--- src/core/tcms_pkg.sv ---
// Package: register map, field layout and codes for the timer channel mode select block
package tcms_pkg;

    // Register byte addresses
    localparam logic [19:0] TCMS_ADDR_CH0_LOW  = 20'hf0190;
    localparam logic [19:0] TCMS_ADDR_CH0_HIGH = 20'hf0191;
    localparam logic [19:0] TCMS_ADDR_CH1_LOW  = 20'hf0192;
    localparam logic [19:0] TCMS_ADDR_CH1_HIGH = 20'hf0193;
    localparam logic [19:0] TCMS_ADDR_RUNNING  = 20'hf0194;
    localparam logic [19:0] TCMS_ADDR_STATUS   = 20'hf0195;

    // Reset values
    localparam logic [7:0] TCMS_MODE_RESET = 8'h00;

    // High-half field positions
    localparam int TCMS_OPCLK_BIT  = 7;
    localparam int TCMS_CCS_BIT    = 4;
    localparam int TCMS_SPLIT_BIT  = 3;
    localparam int TCMS_TRIG_MSB   = 2;

    // Low-half field positions
    localparam int TCMS_EDGE_MSB   = 7;
    localparam int TCMS_MODE_MSB   = 3;
    localparam int TCMS_MODE_LSB   = 1;
    localparam int TCMS_STIRQ_BIT  = 0;

    // Writable bit masks (unassigned bits stay zero)
    localparam logic [7:0] TCMS_HIGH_MASK_CH0 = 8'h97;
    localparam logic [7:0] TCMS_HIGH_MASK_CH1 = 8'h9f;
    localparam logic [7:0] TCMS_LOW_MASK      = 8'hcf;

    // Trigger source codes
    localparam logic [2:0] TCMS_TRIG_SW     = 3'h0;
    localparam logic [2:0] TCMS_TRIG_EDGE   = 3'h1;
    localparam logic [2:0] TCMS_TRIG_BOTH   = 3'h2;
    localparam logic [2:0] TCMS_TRIG_MASTER = 3'h4;

    // Edge codes
    localparam logic [1:0] TCMS_EDGE_FALL = 2'h0;
    localparam logic [1:0] TCMS_EDGE_RISE = 2'h1;
    localparam logic [1:0] TCMS_EDGE_LOW  = 2'h2;
    localparam logic [1:0] TCMS_EDGE_HIGH = 2'h3;

    // Channel mode codes
    localparam logic [2:0] TCMS_MD_INTERVAL = 3'h0;
    localparam logic [2:0] TCMS_MD_CAPTURE  = 3'h2;
    localparam logic [2:0] TCMS_MD_EVENT    = 3'h3;
    localparam logic [2:0] TCMS_MD_ONECNT   = 3'h4;
    localparam logic [2:0] TCMS_MD_CAPONE   = 3'h6;

    // Bus answer states
    typedef enum logic [1:0] {
        TCMS_BUS_IDLE = 2'b01,
        TCMS_BUS_ACK  = 2'b10
    } tcms_bus_state_t;

endpackage : tcms_pkg

--- src/core/tcms_chan_sel.sv ---
// One channel: clock selection, edge detection and trigger generation
`timescale 1ns/1ps
module tcms_chan_sel
    import tcms_pkg::*;
(
    // Clock and reset
    input  wire logic       mclk,
    input  wire logic       rst_n,
    // Mode fields
    input  wire logic [7:0] mode_high,
    input  wire logic [7:0] mode_low,
    // Events
    input  wire logic       ck_a_en,
    input  wire logic       ck_b_en,
    input  wire logic       pin_in,
    input  wire logic       master_irq,
    // Results
    output logic            op_clk_en_q,
    output logic            count_clk_en_q,
    output logic            start_trig_q,
    output logic            capture_trig_q
);

    logic pin_q;
    logic op_en;
    logic rise;
    logic fall;
    logic valid_edge;
    logic [2:0] trig;
    logic [1:0] edge_sel;

    assign trig     = mode_high[TCMS_TRIG_MSB -: 3];
    assign edge_sel = mode_low[TCMS_EDGE_MSB -: 2];
    assign op_en    = mode_high[TCMS_OPCLK_BIT] ? ck_b_en : ck_a_en;
    assign rise     = op_en && pin_in && !pin_q;
    assign fall     = op_en && !pin_in && pin_q;

    // Pin sampled only on the operation clock, so edges narrower than it are lost
    always_ff @(posedge mclk)
    begin
        if (!rst_n)
            pin_q <= 1'b0;
        else if (op_en)
            pin_q <= pin_in;
    end

    always_comb
    begin
        unique case (edge_sel)
            TCMS_EDGE_FALL: valid_edge = fall;
            TCMS_EDGE_RISE: valid_edge = rise;
            default:        valid_edge = rise || fall;
        endcase
    end

    always_ff @(posedge mclk)
    begin
        if (!rst_n)
        begin
            op_clk_en_q    <= 1'b0;
            count_clk_en_q <= 1'b0;
        end
        else
        begin
            op_clk_en_q    <= op_en;
            count_clk_en_q <= mode_high[TCMS_CCS_BIT] ? valid_edge : op_en;
        end
    end

    always_ff @(posedge mclk)
    begin
        if (!rst_n)
        begin
            start_trig_q   <= 1'b0;
            capture_trig_q <= 1'b0;
        end
        else
        begin
            start_trig_q   <= 1'b0;
            capture_trig_q <= 1'b0;
            if (trig == TCMS_TRIG_EDGE)
            begin
                start_trig_q   <= valid_edge;
                capture_trig_q <= valid_edge;
            end
            else if (trig == TCMS_TRIG_BOTH)
            begin
                // Low width: fall starts, rise captures; high width swapped
                start_trig_q   <= (edge_sel == TCMS_EDGE_HIGH) ? rise : fall;
                capture_trig_q <= (edge_sel == TCMS_EDGE_HIGH) ? fall : rise;
            end
            else if (trig == TCMS_TRIG_MASTER)
                start_trig_q <= master_irq;
        end
    end

    AST_TRIG_SW_QUIET: assert property (@(posedge mclk) disable iff (!rst_n)
        (trig == TCMS_TRIG_SW) ##1 (trig == TCMS_TRIG_SW) |-> !start_trig_q && !capture_trig_q)
        else $error("Trigger fired with software-only source");

    AST_MASTER_START: assert property (@(posedge mclk) disable iff (!rst_n)
        (trig == TCMS_TRIG_MASTER) && master_irq |=> start_trig_q)
        else $error("Master interrupt did not start slave");

endmodule : tcms_chan_sel

--- src/core/tcms_top.sv ---
// Top: mode registers for two timer channels behind an Avalon-MM slave
//
// The implementer's own choice: register access over Avalon-MM.
`timescale 1ns/1ps
module tcms_top
    import tcms_pkg::*;
#(
    parameter int NCH = 2
)
(
    // Clock and reset
    input  wire logic        mclk,
    input  wire logic        rst_n,
    // Avalon-MM slave
    input  wire logic [19:0] avs_address,
    input  wire logic        avs_read,
    input  wire logic        avs_write,
    input  wire logic [7:0]  avs_writedata,
    output logic [7:0]       avs_readdata,
    output logic             avs_waitrequest,
    // Prescaled clock enables
    input  wire logic        prescaled_clock_a,
    input  wire logic        prescaled_clock_b,
    // Timer input pins
    input  wire logic [1:0]  timer_input_pin,
    // Channel state from counter datapath
    input  wire logic [1:0]  chan_running_flag,
    input  wire logic [1:0]  chan_counting,
    input  wire logic [1:0]  chan_start_bit,
    input  wire logic [1:0]  chan_interrupt,
    // Selected clocks and triggers
    output logic [1:0]       chan_op_clock,
    output logic [1:0]       chan_count_clock,
    output logic [1:0]       chan_start_trig,
    output logic [1:0]       chan_capture_trig,
    // Decoded mode
    output logic             half_width_select,
    output logic [5:0]       chan_mode_onehot,
    output logic [1:0]       chan_down_count,
    output logic [1:0]       chan_start_irq,
    output logic [1:0]       chan_restart,
    output logic [1:0]       chan_bad_mode
);

    tcms_bus_state_t bus_q;
    logic [7:0] low_q  [NCH];
    logic [7:0] high_q [NCH];
    logic [1:0] op_en_w;
    logic [1:0] cnt_en_w;
    logic [1:0] st_w;
    logic [1:0] cap_w;
    logic       wr_go;
    logic [7:0] rd_d;

    function automatic logic [2:0] mode_of(input logic [7:0] low);
        mode_of = low[TCMS_MODE_MSB:TCMS_MODE_LSB];
    endfunction : mode_of

    function automatic logic mode_legal(input logic [2:0] md);
        mode_legal = (md == TCMS_MD_INTERVAL) || (md == TCMS_MD_CAPTURE) || (md == TCMS_MD_EVENT)
                  || (md == TCMS_MD_ONECNT) || (md == TCMS_MD_CAPONE);
    endfunction : mode_legal

    function automatic logic trig_legal(input logic [2:0] tr);
        trig_legal = (tr == TCMS_TRIG_SW) || (tr == TCMS_TRIG_EDGE) || (tr == TCMS_TRIG_BOTH)
                  || (tr == TCMS_TRIG_MASTER);
    endfunction : trig_legal

    // One wait cycle: every access answers on its second edge
    always_ff @(posedge mclk)
    begin
        if (!rst_n)
            bus_q <= TCMS_BUS_IDLE;
        else
        begin
            unique case (bus_q)
                TCMS_BUS_IDLE: if (avs_read || avs_write) bus_q <= TCMS_BUS_ACK;
                TCMS_BUS_ACK:  bus_q <= TCMS_BUS_IDLE;
                default:       bus_q <= TCMS_BUS_IDLE;
            endcase
        end
    end

    assign wr_go = avs_write && (bus_q == TCMS_BUS_ACK);

    always_ff @(posedge mclk)
    begin
        if (!rst_n)
            avs_waitrequest <= 1'b1;
        else
            avs_waitrequest <= !((avs_read || avs_write) && (bus_q == TCMS_BUS_IDLE));
    end

    // Writes ignore running state: the guard is software's duty, hardware takes the value
    always_ff @(posedge mclk)
    begin
        if (!rst_n)
        begin
            for (int i = 0; i < NCH; i++)
            begin
                low_q[i]  <= TCMS_MODE_RESET;
                high_q[i] <= TCMS_MODE_RESET;
            end
        end
        else if (wr_go)
        begin
            unique case (avs_address)
                TCMS_ADDR_CH0_LOW:  low_q[0]  <= avs_writedata & TCMS_LOW_MASK;
                TCMS_ADDR_CH0_HIGH: high_q[0] <= avs_writedata & TCMS_HIGH_MASK_CH0;
                TCMS_ADDR_CH1_LOW:  low_q[1]  <= avs_writedata & TCMS_LOW_MASK;
                TCMS_ADDR_CH1_HIGH: high_q[1] <= avs_writedata & TCMS_HIGH_MASK_CH1;
                default:            ;
            endcase
        end
    end

    always_comb
    begin
        unique case (avs_address)
            TCMS_ADDR_CH0_LOW:  rd_d = low_q[0];
            TCMS_ADDR_CH0_HIGH: rd_d = high_q[0];
            TCMS_ADDR_CH1_LOW:  rd_d = low_q[1];
            TCMS_ADDR_CH1_HIGH: rd_d = high_q[1];
            TCMS_ADDR_RUNNING:  rd_d = {6'h00, chan_running_flag};
            TCMS_ADDR_STATUS:   rd_d = {4'h0, chan_bad_mode, chan_count_clock};
            default:            rd_d = 8'h00;
        endcase
    end

    always_ff @(posedge mclk)
    begin
        if (!rst_n)
            avs_readdata <= 8'h00;
        else if (avs_read && (bus_q == TCMS_BUS_IDLE))
            avs_readdata <= rd_d;
    end

    for (genvar c = 0; c < NCH; c++)
    begin : g_ch
        tcms_chan_sel u_sel (
            .mclk           (mclk),
            .rst_n          (rst_n),
            .mode_high      (high_q[c]),
            .mode_low       (low_q[c]),
            .ck_a_en        (prescaled_clock_a),
            .ck_b_en        (prescaled_clock_b),
            .pin_in         (timer_input_pin[c]),
            .master_irq     (chan_interrupt[0]),
            .op_clk_en_q    (op_en_w[c]),
            .count_clk_en_q (cnt_en_w[c]),
            .start_trig_q   (st_w[c]),
            .capture_trig_q (cap_w[c])
        );
    end

    assign chan_op_clock     = op_en_w;
    assign chan_count_clock  = cnt_en_w;
    assign chan_start_trig   = st_w;
    assign chan_capture_trig = cap_w;

    // Mode decode registered so every output leaves from a flip-flop
    always_ff @(posedge mclk)
    begin
        if (!rst_n)
        begin
            half_width_select <= 1'b0;
            chan_mode_onehot  <= 6'h00;
            chan_down_count   <= 2'h0;
            chan_start_irq    <= 2'h0;
            chan_restart      <= 2'h0;
            chan_bad_mode     <= 2'h0;
        end
        else
        begin
            half_width_select <= high_q[1][TCMS_SPLIT_BIT];
            for (int i = 0; i < NCH; i++)
            begin
                chan_mode_onehot[3*i +: 3] <= mode_of(low_q[i]);
                chan_down_count[i] <= (mode_of(low_q[i]) == TCMS_MD_INTERVAL) || (mode_of(low_q[i]) == TCMS_MD_EVENT)
                    || (mode_of(low_q[i]) == TCMS_MD_ONECNT);
                chan_start_irq[i]  <= low_q[i][TCMS_STIRQ_BIT]
                    && ((mode_of(low_q[i]) == TCMS_MD_INTERVAL) || (mode_of(low_q[i]) == TCMS_MD_CAPTURE));
                chan_restart[i]    <= low_q[i][TCMS_STIRQ_BIT] && (mode_of(low_q[i]) == TCMS_MD_ONECNT)
                    && chan_counting[i] && (chan_start_bit[i] || st_w[i]);
                chan_bad_mode[i]   <= !mode_legal(mode_of(low_q[i]))
                    || !trig_legal(high_q[i][TCMS_TRIG_MSB -: 3]);
            end
        end
    end

    AST_CH0_SPLIT_ZERO: assert property (@(posedge mclk) disable iff (!rst_n)
        !high_q[0][TCMS_SPLIT_BIT])
        else $error("Channel 0 split bit set");

    AST_WRITE_TAKES: assert property (@(posedge mclk) disable iff (!rst_n)
        wr_go && (avs_address == TCMS_ADDR_CH1_LOW) |=> low_q[1] == ($past(avs_writedata) & TCMS_LOW_MASK))
        else $error("Low half write lost");

    AST_SPLIT_OUT: assert property (@(posedge mclk) disable iff (!rst_n)
        ##1 half_width_select == $past(high_q[1][TCMS_SPLIT_BIT]))
        else $error("Split output wrong");

    AST_START_IRQ: assert property (@(posedge mclk) disable iff (!rst_n)
        chan_start_irq[0] |-> $past(low_q[0][TCMS_STIRQ_BIT]))
        else $error("Start interrupt without option");

    AST_RESET_CLEAR: assert property (@(posedge mclk)
        !rst_n |=> (low_q[0] == TCMS_MODE_RESET) && (high_q[1] == TCMS_MODE_RESET))
        else $error("Mode not cleared by reset");

    AST_WAIT_ONE: assert property (@(posedge mclk) disable iff (!rst_n)
        (avs_read || avs_write) && avs_waitrequest && (bus_q == TCMS_BUS_IDLE) |=> !avs_waitrequest)
        else $error("Bus answer late");

endmodule : tcms_top

--- config.mk ---
export PLATFORM = sky130hd
export DESIGN_NAME = tcms_top
export DESIGN_NICKNAME = d
export VERILOG_FILES = /design/src/core/tcms_pkg.sv /design/src/core/tcms_chan_sel.sv /design/src/core/tcms_top.sv
export SDC_FILE = /design/constraint.sdc
export NUM_CORES = 1
export LEC_CHECK = 0
export BUFFER_PORTS_ARGS = -buffer_cell sky130_fd_sc_hd__buf_4
export CAP_MARGIN = 5
export CORE_MARGIN = 4
export CORE_UTILIZATION = 46
export DETAILED_ROUTE_END_ITERATION = 8
export GPL_TIMING_DRIVEN = 0
export HOLD_SLACK_MARGIN = 0.08
export PLACE_DENSITY = 0.72
export REMOVE_ABC_BUFFERS = 1
export SLEW_MARGIN = 30
export SYNTH_ARGS = -nofsm -noshare
export SYNTH_HDL_FRONTEND = slang
export SYNTH_SLANG_ARGS = --single-unit
--- constraint.sdc ---
create_clock -name mclk -period 1.9 [get_ports mclk]
set_input_delay 0.285 -clock mclk [delete_from_list [all_inputs] [get_ports mclk]]
set_output_delay 0.285 -clock mclk [all_outputs]
set_load 0.05 [all_outputs]
==> summary.txt <==
Finish
  • Share of post-route cells with drive strength above 1: 33.3%
  • Area Growth Syn to Fin: 29.4%
  • Fill cell count: 485
  • Reg area: 1390 um^2
  • Fin util: 62.7%
  • Non-Filler Instances: 399
  • Area occupied by multi-input gates: 1240 um^2
  • N_diodes: 0
  • Final #Nets: 366

Synth
  • Post-synth EDFFs: 23
  • Synth Register Bits: 58
  • Yosys warns: 0
  • Mean Syn Cell Area: 10.8 um^2
  • Synth top cells by count: dfxtp_1, edfxtp_1, and2_1
  • FFs w/ async S/R, synth: 0%
  • Mapped Area: 2740 um^2
  • Top-count cell post-synth: dfxtp_1
  • Largest cells by area after synthesis: dfxtp_1, edfxtp_1, and2_1
  • Biggest area consumer among synthesized cells: dfxtp_1
  • Register area share after synthesis: 50.9%
  • Syn Inst Count: 253
  • Share of the synthesized area in the top cell type: 25.6%
  • Dominant synthesized flop cell: dfxtp_1
  • Yosys cell types: 60

Clock tree
  • Root Buffer Master: clkbuf_8
  • CTS hold repair buffers: 0
  • CTS buffer count: 9
  • Max Root-Sink Buffers: 2
  • CTS sink cnt: 58
  • CTS tree: yes
  • Worst-path clk slew: 70 ps
  • Htree depth: 3
  • Worst-Skew Late Latency: 330 ps

STA
  • Setup WS post-layout: 49.1 ps
  • Worst-Margin Slew: 556 ps
  • Hold Slack: 213 ps
  • Final hold vios: 0
  • Min Tclk post-route: 1850 ps
  • Slew headroom: 61.9%
  • Slew Viols, Final: 0
  • Setup Skew: 6.15 ps
  • Period utilisation layout: 97.4%
  • Achievable Freq: 540 MHz
  • Final setup viols: 0

Floorplan
  • Row cnt: 27
  • Width of the die: 85.1 um
  • Core ar.: 5640 um^2
  • Die Height: 85.1 um
  • I/O Pins: 76
  • Die footprint: 7240 um^2
  • Initial Utilization: 48.5%

Global route
  • GRT Util Overall: 18.4%
  • Pin count of the biggest net entering global routing: 30
  • Total grt overflow: 0
  • Initial antenna violation count: 0
  • Vias in the first global route: 2093
  • First-pass GRT wire length: 10.4 mm

Place
  • IO Port Bufs: 72
  • GP Congestion: 0.850
  • Placed cells: 380
  • Post-detail-place hpwl: 4.89 mm
  • Dpl ws: -272 ps

Drt
  • Initial DRC Count: 165
  • Via count: 2202
  • Drt first pass iters: 4
  • Post-Route WL: 6.43 mm
  • Via-per-instance ratio: 5.52
  • Antenna viol nets, final: 0
  • Routed length per instance: 16.1 um
  • Drt drc: 0

Power
  • Leak Pwr: 1.47 nW
  • Worst vdd ir: 410 uV
  • PD cells: 847 nW/um^2
  • Pwr Total: 3.00 mW

Critical path
  • FF-to-FF setup slack: 50 ps
  • Crit-path max FO: 5
  • Kind of critical path: flip-flop to flip-flop
  • FF-to-FF Start: bus_q[0]
  • Worst reg2reg path depth: 5
  • CP startpoint kind: flip-flop
  • Crit path required time: 1950 ps
  • Worst Setup End Kind: flip-flop
  • Critical path arrival: 1900 ps
  • R2R Path End: low_q[0][0]

Hold path
  • Hold endpoint: chan_restart[0]
  • Hold depth: 3
  • Hold crit path type: primary input to flip-flop
  • Hold path start: chan_counting[0]

Flow run
  • MaxCap Viol Count: 0

Status
  • Status: complete, no violations
==> stage by stage <==
step | cell area (um^2) | setup TNS [ps]
detailed placement | 3250 | -5100
global placement | 3250 | -4550
finish | 3540 | 0
floorplan | 2620 | 0
CTS | 3500 | 0
global route | 3540 | -185
==> repair_timing <==
| action | 4_1_cts | 5_1_grt |
|---|---|---|
| buffers inserted | 0 | 3 |
| pin swaps | 0 | 4 |
| endpoints found under the setup margin | 23 | 23 |
| resized for setup | 4 | 4 |
==> worst max-delay path by stage <==
stage                              start            to  slack [ps]  cells past startpoint
after floorplan                 bus_q[0]   low_q[0][0]         130                      4
after global placement    avs_address[2]   low_q[0][8]        -230                      5
after detailed placement  avs_address[9]  low_q[0][10]        -270                      5
after CTS                       bus_q[0]   low_q[0][7]           1                      4
after global routing            bus_q[0]   low_q[0][0]         -40                      5
final                           bus_q[0]   low_q[0][0]          50                      5
==> power by group <==
part	leakage, nW	total [mW]	switching (mW)	internal [mW]
sequential	0.524	1.38	0.0407	1.34
combinational	0.837	0.374	0.214	0.160
clock	0.107	1.25	0.484	0.762
==> placed cells by master, fill, tap and decap left out, drive strengths merged, types with 5 or more instances in the layout <==
master and n:
a211oi 5, a21oi 8, and2 19, buf 75, clkbuf 10, dfxtp 35
edfxtp 23, inv 8, mux2i 11, nand2 11, nand2b 8, nand3 8
nand3b 5, nor2 15, nor2b 8, nor3 7, o21ai 13
==> routing by layer <==
layer,track usage (%),up-vias,wire length [um]
li1,-,1067,-
met3,4.56,7,473
met5,0,-,0
met4,6.91,0,86
met2,29.5,90,3160
met1,24.0,1038,2710
==> critical path, cell delays in order, from the launching register on <==
cell	delay, ps
dfxtp_2	350
nor4bb_2	280
nand3_1	180
or2_4	340
o31ai_4	240
buf_4	170
==> flip-flops by register name (all words and copies together), names as in the netlist <==
register / cells
avs_readdata: 7
avs_waitrequest: 1
bus_q: 2
chan_bad_mode: 2
chan_down_count: 2
chan_mode_onehot: 6
chan_restart: 2
chan_start_irq: 2
g_ch.u_sel.capture_trig_q: 2
g_ch.u_sel.count_clk_en_q: 2
g_ch.u_sel.op_clk_en_q: 2
g_ch.u_sel.pin_q: 2
g_ch.u_sel.start_trig_q: 2
half_width_select: 1
high_q: 11
low_q: 12
==> area by class of cell <==
| class | count | share of cell area, % |
|---|---|---|
| flip-flops and latches | 58 | 39.4 |
| multi-input cells | 170 | 35.1 |
| repair buffers | 75 | 16.0 |
| clock buffers | 10 | 3.89 |
| well taps | 72 | 2.55 |
| clock inverters | 6 | 2.26 |
| inverters | 8 | 0.849 |
==> kinds of logic after synthesis <==
| group | after synthesis | share of synthesized area, % |
|---|---|---|
| compound gates | 50 | 12.9 |
| simple gates | 103 | 24.1 |
| buf+inv | 25 | 5.17 |
| other cells | 1 | 0.137 |
| fa+ha+maj | 2 | 0.732 |
| mux | 14 | 6.08 |
| flops | 58 | 50.9 |
Note: power is estimated with default switching activity, not from simulation.
